File: src/hicr_pkg.sv
// Package: register map, defaults and widths for the hub identity/config slice
package hicr_pkg;
   // ----------------------------------------
   // Register offsets
   // ----------------------------------------
   localparam logic [7:0] HICR_VENDOR_ID_LOW_OFS = 8'h00;
   localparam logic [7:0] HICR_VENDOR_ID_HIGH_OFS = 8'h01;
   localparam logic [7:0] HICR_PRODUCT_ID_LOW_OFS = 8'h02;
   localparam logic [7:0] HICR_PRODUCT_ID_HIGH_OFS = 8'h03;
   localparam logic [7:0] HICR_RELEASE_NUMBER_LOW_OFS = 8'h04;
   localparam logic [7:0] HICR_RELEASE_NUMBER_HIGH_OFS = 8'h05;
   localparam logic [7:0] HICR_HUB_CONFIG_BYTE_ONE_OFS = 8'h06;
   // ----------------------------------------
   // Field positions and widths
   // ----------------------------------------
   localparam int HICR_POWER_SOURCE_SELECT_BIT = 7;
   localparam int HICR_NUM_REGS = 7;
   localparam int HICR_DEF_PORT_COUNT = 3;
   localparam int HICR_PORT_CURRENT_MA = 500;
   // ----------------------------------------
   // Power source encoding
   // ----------------------------------------
   localparam logic HICR_BUS_POWERED = 1'b0;
   localparam logic HICR_SELF_POWERED = 1'b1;
   // ----------------------------------------
   // Built-in defaults (identity values arbitrary)
   // ----------------------------------------
   localparam logic [7:0] HICR_DEF_VENDOR_ID_LOW = 8'h5A;
   localparam logic [7:0] HICR_DEF_VENDOR_ID_HIGH = 8'hA5;
   localparam logic [7:0] HICR_DEF_PRODUCT_ID_LOW = 8'h11;
   localparam logic [7:0] HICR_DEF_PRODUCT_ID_HIGH = 8'h22;
   localparam logic [7:0] HICR_DEF_RELEASE_NUMBER_LOW = 8'h00;
   localparam logic [7:0] HICR_DEF_RELEASE_NUMBER_HIGH = 8'h01;
   localparam logic [7:0] HICR_DEF_HUB_CONFIG_BYTE_ONE = 8'h80;
endpackage

File: src/hicr_bcd_check.sv
// BCD byte checker: flags a byte whose either nibble is not a decimal digit
`timescale 1ns/100ps
module hicr_bcd_check
   import hicr_pkg::*;
(
   input wire logic [7:0] byte_in,
   output logic bcd_ok
);
   function automatic logic nib_ok(input logic [3:0] n);
      return n <= 4'h9;
   endfunction
   wire lo_ok = nib_ok(byte_in[3:0]);
   wire hi_ok = nib_ok(byte_in[7:4]);
   assign bcd_ok = lo_ok & hi_ok;
endmodule

File: src/hicr_regs.sv
// Hub identity and first configuration byte register slice
//
// Functional notes
// A 16-bit vendor identifier is held, low byte at offset 0x00 bits 7:0, high byte at 0x01.
// A 16-bit product identifier is held, low byte at 0x02 and high byte at 0x03.
// The release number is 16-bit BCD at 0x04/0x05 and each written nibble must be 0 to 9.
// The configuration master may overwrite any identifier byte, which then replaces the default.
// Bit 7 of the configuration byte at 0x06 selects self- or bus-powered operation.
// The power selection bit reads 0 for bus-powered and 1 for self-powered.
// When self-powered, every downstream port is available and rated at 500 mA.
// Reset returns every identifier and configuration byte to its built-in default.
`timescale 1ns/100ps
module hicr_regs
   import hicr_pkg::*;
#(
   parameter int PORT_COUNT = HICR_DEF_PORT_COUNT
)
(
   input wire logic ref_clk,
   input wire logic rstn,
   input wire logic cfg_wr,
   input wire logic cfg_rd,
   input wire logic [7:0] cfg_addr,
   input wire logic [7:0] cfg_wdata,
   output logic [7:0] cfg_rdata,
   output logic cfg_addr_err,
   output logic cfg_bcd_err,
   output logic [15:0] vendor_id,
   output logic [15:0] product_id,
   output logic [15:0] release_number,
   output logic power_source_select,
   output logic [PORT_COUNT-1:0] port_available,
   output logic [15:0] port_current_ma
);
   // ----------------------------------------
   // Parameter check
   // ----------------------------------------
   // The port mask and the current word are sized for at most sixteen ports
   if (PORT_COUNT < 1 || PORT_COUNT > 16) begin : g_bad_port_count
      $error("PORT_COUNT must be 1 to 16");
   end

   // ----------------------------------------
   // Register storage
   // ----------------------------------------
   logic [7:0] regs_reg [HICR_NUM_REGS];
   logic [7:0] rdata_reg;
   logic addr_err_reg;
   logic bcd_err_reg;

   function automatic logic [7:0] def_val(input int i);
      case (i)
         0: def_val = HICR_DEF_VENDOR_ID_LOW;
         1: def_val = HICR_DEF_VENDOR_ID_HIGH;
         2: def_val = HICR_DEF_PRODUCT_ID_LOW;
         3: def_val = HICR_DEF_PRODUCT_ID_HIGH;
         4: def_val = HICR_DEF_RELEASE_NUMBER_LOW;
         5: def_val = HICR_DEF_RELEASE_NUMBER_HIGH;
         default: def_val = HICR_DEF_HUB_CONFIG_BYTE_ONE;
      endcase
   endfunction

   // Offset to storage slot; an unmapped offset falls to slot 0 and is masked by addr_hit
   function automatic logic [2:0] ofs_to_idx(input logic [7:0] ofs);
      logic [2:0] idx;
      idx = 3'h0;
      if (ofs == HICR_VENDOR_ID_LOW_OFS) begin
         idx = 3'h0;
      end else if (ofs == HICR_VENDOR_ID_HIGH_OFS) begin
         idx = 3'h1;
      end else if (ofs == HICR_PRODUCT_ID_LOW_OFS) begin
         idx = 3'h2;
      end else if (ofs == HICR_PRODUCT_ID_HIGH_OFS) begin
         idx = 3'h3;
      end else if (ofs == HICR_RELEASE_NUMBER_LOW_OFS) begin
         idx = 3'h4;
      end else if (ofs == HICR_RELEASE_NUMBER_HIGH_OFS) begin
         idx = 3'h5;
      end else if (ofs == HICR_HUB_CONFIG_BYTE_ONE_OFS) begin
         idx = 3'h6;
      end
      return idx;
   endfunction

   // ----------------------------------------
   // Decode
   // ----------------------------------------
   wire addr_hit = cfg_addr <= HICR_HUB_CONFIG_BYTE_ONE_OFS;
   wire is_release = (cfg_addr == HICR_RELEASE_NUMBER_LOW_OFS) ||
                     (cfg_addr == HICR_RELEASE_NUMBER_HIGH_OFS);
   wire wdata_bcd_ok;
   // Non-decimal release nibbles are refused so the descriptor never shows bad BCD
   wire wr_ok = cfg_wr & addr_hit & (~is_release | wdata_bcd_ok);
   wire [2:0] wr_idx = ofs_to_idx(cfg_addr);

   hicr_bcd_check u_bcd (
      .byte_in(cfg_wdata),
      .bcd_ok(wdata_bcd_ok)
   );

   // ----------------------------------------
   // Write path
   // ----------------------------------------
   always_ff @(posedge ref_clk or negedge rstn) begin
      if (!rstn) begin
         regs_reg[0] <= HICR_DEF_VENDOR_ID_LOW;
         regs_reg[1] <= HICR_DEF_VENDOR_ID_HIGH;
         regs_reg[2] <= HICR_DEF_PRODUCT_ID_LOW;
         regs_reg[3] <= HICR_DEF_PRODUCT_ID_HIGH;
         regs_reg[4] <= HICR_DEF_RELEASE_NUMBER_LOW;
         regs_reg[5] <= HICR_DEF_RELEASE_NUMBER_HIGH;
         regs_reg[6] <= HICR_DEF_HUB_CONFIG_BYTE_ONE;
      end else if (wr_ok) begin
         regs_reg[wr_idx] <= cfg_wdata;
      end
   end

   // ----------------------------------------
   // Read path and error flags
   // ----------------------------------------
   always_ff @(posedge ref_clk or negedge rstn) begin
      if (!rstn) begin
         rdata_reg <= 8'h00;
         addr_err_reg <= 1'b0;
         bcd_err_reg <= 1'b0;
      end else begin
         if (cfg_rd) begin
            rdata_reg <= addr_hit ? regs_reg[wr_idx] : 8'h00;
         end
         addr_err_reg <= (cfg_wr | cfg_rd) & ~addr_hit;
         bcd_err_reg <= cfg_wr & addr_hit & is_release & ~wdata_bcd_ok;
      end
   end

   assign cfg_rdata = rdata_reg;
   assign cfg_addr_err = addr_err_reg;
   assign cfg_bcd_err = bcd_err_reg;

   // ----------------------------------------
   // Outputs to the hub core
   // ----------------------------------------
   assign vendor_id = {regs_reg[1], regs_reg[0]};
   assign product_id = {regs_reg[3], regs_reg[2]};
   assign release_number = {regs_reg[5], regs_reg[4]};
   assign power_source_select = regs_reg[6][HICR_POWER_SOURCE_SELECT_BIT];
   wire self_powered = power_source_select == HICR_SELF_POWERED;
   // Bus-powered port gating belongs to other config bytes, so all ports stay usable here
   assign port_available = self_powered ? {PORT_COUNT{1'b1}} : {PORT_COUNT{1'b1}};
   assign port_current_ma = self_powered ? 16'(HICR_PORT_CURRENT_MA) : 16'h0064;

   // ----------------------------------------
   // Checks
   // ----------------------------------------
   AST_WRITE_TAKES: assert property (@(posedge ref_clk) disable iff (!rstn)
      (cfg_wr && addr_hit && !is_release) |=> regs_reg[$past(wr_idx)] == $past(cfg_wdata))
      else $error("written byte not stored");
   AST_BCD_REFUSED: assert property (@(posedge ref_clk) disable iff (!rstn)
      (cfg_wr && is_release && !wdata_bcd_ok) |=> $stable(release_number) && cfg_bcd_err)
      else $error("non-BCD release byte accepted");
   AST_VID_MAP: assert property (@(posedge ref_clk) disable iff (!rstn)
      (cfg_wr && cfg_addr == HICR_VENDOR_ID_LOW_OFS) |=> vendor_id[7:0] == $past(cfg_wdata))
      else $error("vendor low byte misplaced");
   AST_PID_MAP: assert property (@(posedge ref_clk) disable iff (!rstn)
      (cfg_wr && cfg_addr == HICR_PRODUCT_ID_HIGH_OFS) |=> product_id[15:8] == $past(cfg_wdata))
      else $error("product high byte misplaced");
   AST_PWR_BIT: assert property (@(posedge ref_clk) disable iff (!rstn)
      (cfg_wr && cfg_addr == HICR_HUB_CONFIG_BYTE_ONE_OFS) |=>
      power_source_select == $past(cfg_wdata[7]))
      else $error("power select not from bit 7");
   AST_SELF_PORTS: assert property (@(posedge ref_clk) disable iff (!rstn)
      power_source_select |-> (&port_available) && port_current_ma == 16'h01F4)
      else $error("self-powered ports not at 500 mA");
   AST_BUS_ENC: assert property (@(posedge ref_clk) disable iff (!rstn)
      !power_source_select |-> port_current_ma != 16'h01F4)
      else $error("bus-powered encoding wrong");
   AST_UNMAPPED: assert property (@(posedge ref_clk) disable iff (!rstn)
      (cfg_wr && !addr_hit) |=> $stable(vendor_id) && $stable(product_id) && cfg_addr_err)
      else $error("unmapped write changed state");

   // ----------------------------------------
   // Identity mapping checks
   // ----------------------------------------
   AST_VID_HIGH_MAP: assert property (@(posedge ref_clk) disable iff (!rstn)
      (cfg_wr && cfg_addr == HICR_VENDOR_ID_HIGH_OFS) |=> vendor_id[15:8] == $past(cfg_wdata))
      else $error("vendor high byte misplaced");
   AST_PID_LOW_MAP: assert property (@(posedge ref_clk) disable iff (!rstn)
      (cfg_wr && cfg_addr == HICR_PRODUCT_ID_LOW_OFS) |=> product_id[7:0] == $past(cfg_wdata))
      else $error("product low byte misplaced");
   AST_REL_LOW_MAP: assert property (@(posedge ref_clk) disable iff (!rstn)
      (cfg_wr && cfg_addr == HICR_RELEASE_NUMBER_LOW_OFS && wdata_bcd_ok) |=>
      release_number[7:0] == $past(cfg_wdata))
      else $error("release low byte misplaced");
   AST_REL_HIGH_MAP: assert property (@(posedge ref_clk) disable iff (!rstn)
      (cfg_wr && cfg_addr == HICR_RELEASE_NUMBER_HIGH_OFS && wdata_bcd_ok) |=>
      release_number[15:8] == $past(cfg_wdata))
      else $error("release high byte misplaced");

   // ----------------------------------------
   // Read-back, error flag and identity hold checks
   // ----------------------------------------
   AST_RD_DATA: assert property (@(posedge ref_clk) disable iff (!rstn)
      (cfg_rd && addr_hit) |=> cfg_rdata == $past(regs_reg[wr_idx]))
      else $error("read data not the stored byte");
   AST_RD_UNMAPPED: assert property (@(posedge ref_clk) disable iff (!rstn)
      (cfg_rd && !addr_hit) |=> cfg_rdata == 8'h00 && cfg_addr_err)
      else $error("unmapped read not zero");
   AST_ERR_QUIET: assert property (@(posedge ref_clk) disable iff (!rstn)
      !(cfg_wr || cfg_rd) |=> !cfg_addr_err && !cfg_bcd_err)
      else $error("error flag without an access");
   AST_HOLD: assert property (@(posedge ref_clk) disable iff (!rstn)
      !cfg_wr |=> $stable(vendor_id) && $stable(product_id) && $stable(release_number))
      else $error("identity changed without a write");

   // ----------------------------------------
   // Release digits and reset defaults
   // ----------------------------------------
   AST_BCD_TAKEN: assert property (@(posedge ref_clk) disable iff (!rstn)
      (cfg_wr && is_release && wdata_bcd_ok) |=>
      regs_reg[$past(wr_idx)] == $past(cfg_wdata) && !cfg_bcd_err)
      else $error("decimal release byte not stored");
   AST_RELEASE_BCD: assert property (@(posedge ref_clk) disable iff (!rstn)
      release_number[3:0] <= 4'h9 && release_number[7:4] <= 4'h9 &&
      release_number[11:8] <= 4'h9 && release_number[15:12] <= 4'h9)
      else $error("release number holds a non-decimal digit");
   // Looked at on the first edge after release, before any request can land
   for (genvar g = 0; g < HICR_NUM_REGS; g++) begin : g_def_chk
      AST_RESET_DEFAULT: assert property (@(posedge ref_clk) $rose(rstn) |->
         regs_reg[g] == def_val(g))
         else $error("byte not at its default after reset");
   end
endmodule

File: config.mk
export PLATFORM = sky130hd
export DESIGN_NAME = hicr_regs
export DESIGN_NICKNAME = d
export VERILOG_FILES = /design/src/hicr_pkg.sv /design/src/hicr_bcd_check.sv /design/src/hicr_regs.sv
export SDC_FILE = /design/constraint.sdc
export NUM_CORES = 1
export LEC_CHECK = 0
export ABC_AREA = 1
export BUFFER_PORTS_ARGS = -buffer_cell sky130_fd_sc_hd__clkbuf_2
export CELL_PAD_IN_SITES_DETAIL_PLACEMENT = 0
export CELL_PAD_IN_SITES_GLOBAL_PLACEMENT = 1
export CORE_MARGIN = 2
export CORE_UTILIZATION = 41
export CTS_CLUSTER_SIZE = 24
export DETAILED_ROUTE_END_ITERATION = 8
export PLACE_DENSITY_LB_ADDON = 0.1
export REMOVE_ABC_BUFFERS = 1
export SYNTH_ARGS = -nofsm -noshare
export SYNTH_HDL_FRONTEND = slang
export SYNTH_HIERARCHICAL = 1
export SYNTH_SLANG_ARGS = --single-unit
File: constraint.sdc
create_clock -name ref_clk -period 1.4 [get_ports ref_clk]
set_input_delay 0 -clock ref_clk [delete_from_list [all_inputs] [get_ports ref_clk]]
set_output_delay 0 -clock ref_clk [all_outputs]
set_load 0.05 [all_outputs]
==> impl_metrics.toml <==
[sta]
fin_tns_setup_ps = 0
finalClockSkew_ps = 6.06
max_clock_freq_mhz = 801
rsz0062_at_grt = "false"
timing.hold.ws_ps = 11.8
timing.final.hold_violations = 0
setup_violations = 0
final_period_demand_of_the_worst_path_ps = 1250
final_min_period_over_clock_period = 0.891
slew_violations = 0

[routing]
vias_per_cell = 4.85
via_count = 3263
drtIter0Drc = 157
route.detailed.wl_per_inst_um = 15.2
drt.antenna.violating_nets = 0
remaining_drc_errors = 0
total_length_of_routed_wires_um = 10200
drt_first_pass_iters = 4

[cells_and_area]
synthToLayoutAreaGrowth_pct = 18.7
finalCoreUtilization = 0.504
layout.filler_cells = 902
layout-drive-gt1-share = 0.304
number_of_diodes = 0
final_net_count = 580

[synthesis]
yosysUniqueCellTypes = 26
yosys.area.top_type_share = 0.349
edff_count_synth = 0
yosysSeqAreaShare = 0.448
yosys_warnings = 6
synthDominantAreaCellType = "sky130_fd_sc_hd__dfrtp_1"
synthMostInstantiatedCell = "sky130_fd_sc_hd__nand2_1"
synth_top_cells_by_area = "sky130_fd_sc_hd__dfrtp_1 (35%), sky130_fd_sc_hd__nand2_1 (18%), sky130_fd_sc_hd__buf_4 (14%)"
synth_ff_type = "sky130_fd_sc_hd__dfrtp_1"
post_synth_instance_area_um2 = 3720
synthCells = 484
syn-mean-instance-area_um2 = 7.69
synth_async_sr_flop_share = 1.00
ys_seq_elements = 66
synth_commonest_cells = "sky130_fd_sc_hd__nand2_1 (175), sky130_fd_sc_hd__buf_4 (67), sky130_fd_sc_hd__dfrtp_1 (52), sky130_fd_sc_hd__nand3_1 (49), sky130_fd_sc_hd__o21ai_1 (35)"

[cts]
clock_sink_count = 66
post_cts.repair.setup_buffers = 0
cts-htree-levels = 3
clkTransAtPathRegs_ps = 70
worst_skew_pair.late_latency_ps = 350
cts-buffers-inserted = 9
cts_max_path_buffers = 2
clock-root-buffer = "sky130_fd_sc_hd__clkbuf_8"
cts_tree = "built"

[die]
die_width_um = 99.3
floorplan.die_area_um2 = 9860
fp.dieH_um = 99.3
floorplan.initialDensity = 0.425
core_area_um2 = 8760
placementRows = 34
pin_count = 98

[outcome]
run_status = "completed"

[setup_path]
timing.critical_path.slowest_stage_cell = "sky130_fd_sc_hd__dlygate4sd3_1"
crit_chain = "dlygate4sd3_1 > clkbuf_2 > inv_1 > a21oi_4 > buf_4 > nand3_2 > nand2_1 > o21ai_1"
worst_path_largest_cell_delay_ps = 520
setup.worst_path.start_class = "primary input"
crit_end_category = "flop"
worst-path-max-fanout = 16
worstPathRequired_ps = 1640
timing_worst_setup_path_type = "primary input to flop"
rr_startpoint = "release_number[8]$_DFFE_PN1P_"
worst-r2r-cell-count = 4
startpoint = "cfg_wr"
timing.critical_path.arrival_ps = 1490

[placed_design]
portBuffers = 81
dp.final_hpwl_um = 7660
finalWeightedCongestion = 0.814

[power]
power_per_cell_area_nw_per_um2 = 1030
ir_drop_mv = 0.507
power.leakage_uw = 0.00235

[global_route]
antenna_found_initial = 0
maximum_number_of_pins_on_one_net_before_global_route_repair = 67
first_global_vias = 3043
gr-usage-all-layers = 0.218
grt_pass1_wl_um = 16200
overflow = 0

[job]
number_of_max_capacitance_violations_reported = 0

[worst_hold_path]
worstHoldPathCells = 4
hold_path.startpoint = "cfg_wdata[1]"
worstHoldPathType = "primary input to flop"
[layer usage]
layer  share of wire  up-vias  routed length (um)  GRT usage
met3           0.065       15                 664     0.0408
li1                -     1609                   -          -
met1            0.43     1524                4440      0.290
met5               0        -                   0          0
met4           0.016        0                 159     0.0748
met2            0.48      115                4950      0.357
[kinds of logic (layout without fill, tap and decap cells)]
group	after synthesis	in the layout	synth area share
AOI/OAI and AO/OA	42	42	0.0595
buffers and inverters	102	169	0.175
DFF	66	66	0.448
other	2	16	0.00202
and+or+nand+nor	272	272	0.315
[area by class of cell]
class,count,area [um2],area share
Multi-Input combinational cell,330,1450,0.329
Sequential cell,66,1670,0.378
Clock inverter,6,87.6,0.0198
Tap cell,108,135,0.0306
Clock buffer,10,138,0.0311
Timing Repair Buffer,131,853,0.193
Inverter,22,82.6,0.0187
[stage by stage]
stage | cell area (um2) | std cells | worst slack, ps | total power, uW
global route | 4420 | 673 | 41.2 | 4770
floorplan | 3210 | 418 | -624 | 2480
finish | 4420 | 673 | 152 | 4550
CTS | 4420 | 673 | 147 | 4590
detailed placement | 4100 | 648 | -78.5 | 2750
global placement | 4100 | 648 | -28.7 | 2740
[power breakdown]
part	internal, uW	switching, uW	leakage [uW]
Clock	1060	768	0.000117
Sequential	1980	49.1	0.000864
Combinational	174	520	0.00137
Total	3210	1340	0.00235
[final timing paths]
path / end / slack [ps]
max: product_id[1]$_DFFE_PN0P_ / 150
min: vendor_id[1]$_DFFE_PN1P_ / 10
max reg2reg: cfg_rdata[0]$_DFFE_PN0P_ / 290
min reg2reg: regs_reg[6]$_DFFE_PN0P_ / 480
max in group asynchronous: product_id[9]$_DFFE_PN1P_ / 870
min in group asynchronous: cfg_bcd_err$_DFF_PN0_ / 200
[layout by cell type (no fill, tap or decap), drive strengths merged]
| master | n |
|---|---|
| conb | 16 |
| bufinv | 2 |
| dfrtp | 52 |
| clkinv | 3 |
| nand2 | 177 |
| nand3b | 1 |
| dfstp | 14 |
| inv | 23 |
| nand4 | 2 |
| clkbuf | 91 |
| a21oi | 2 |
| o21ai | 40 |
| dlygate4sd3 | 9 |
| nor3 | 4 |
| nand3 | 53 |
| nor2 | 34 |
| nor4 | 1 |
| buf | 41 |
[worst max-delay path: cells and delay by family]
family,cells,cell delay (ps)
buffers and inverters,4,870
AND/OR/NAND/NOR,2,420
AO/OA/AOI/OAI,2,190
[timing repair]
item | 4_1_cts | 5_1_grt
hold endpoints to repair | 85 | 0
hold buffers | 9 | 0
resized for setup | 0 | 0
Power figures use the tool's default switching activity.
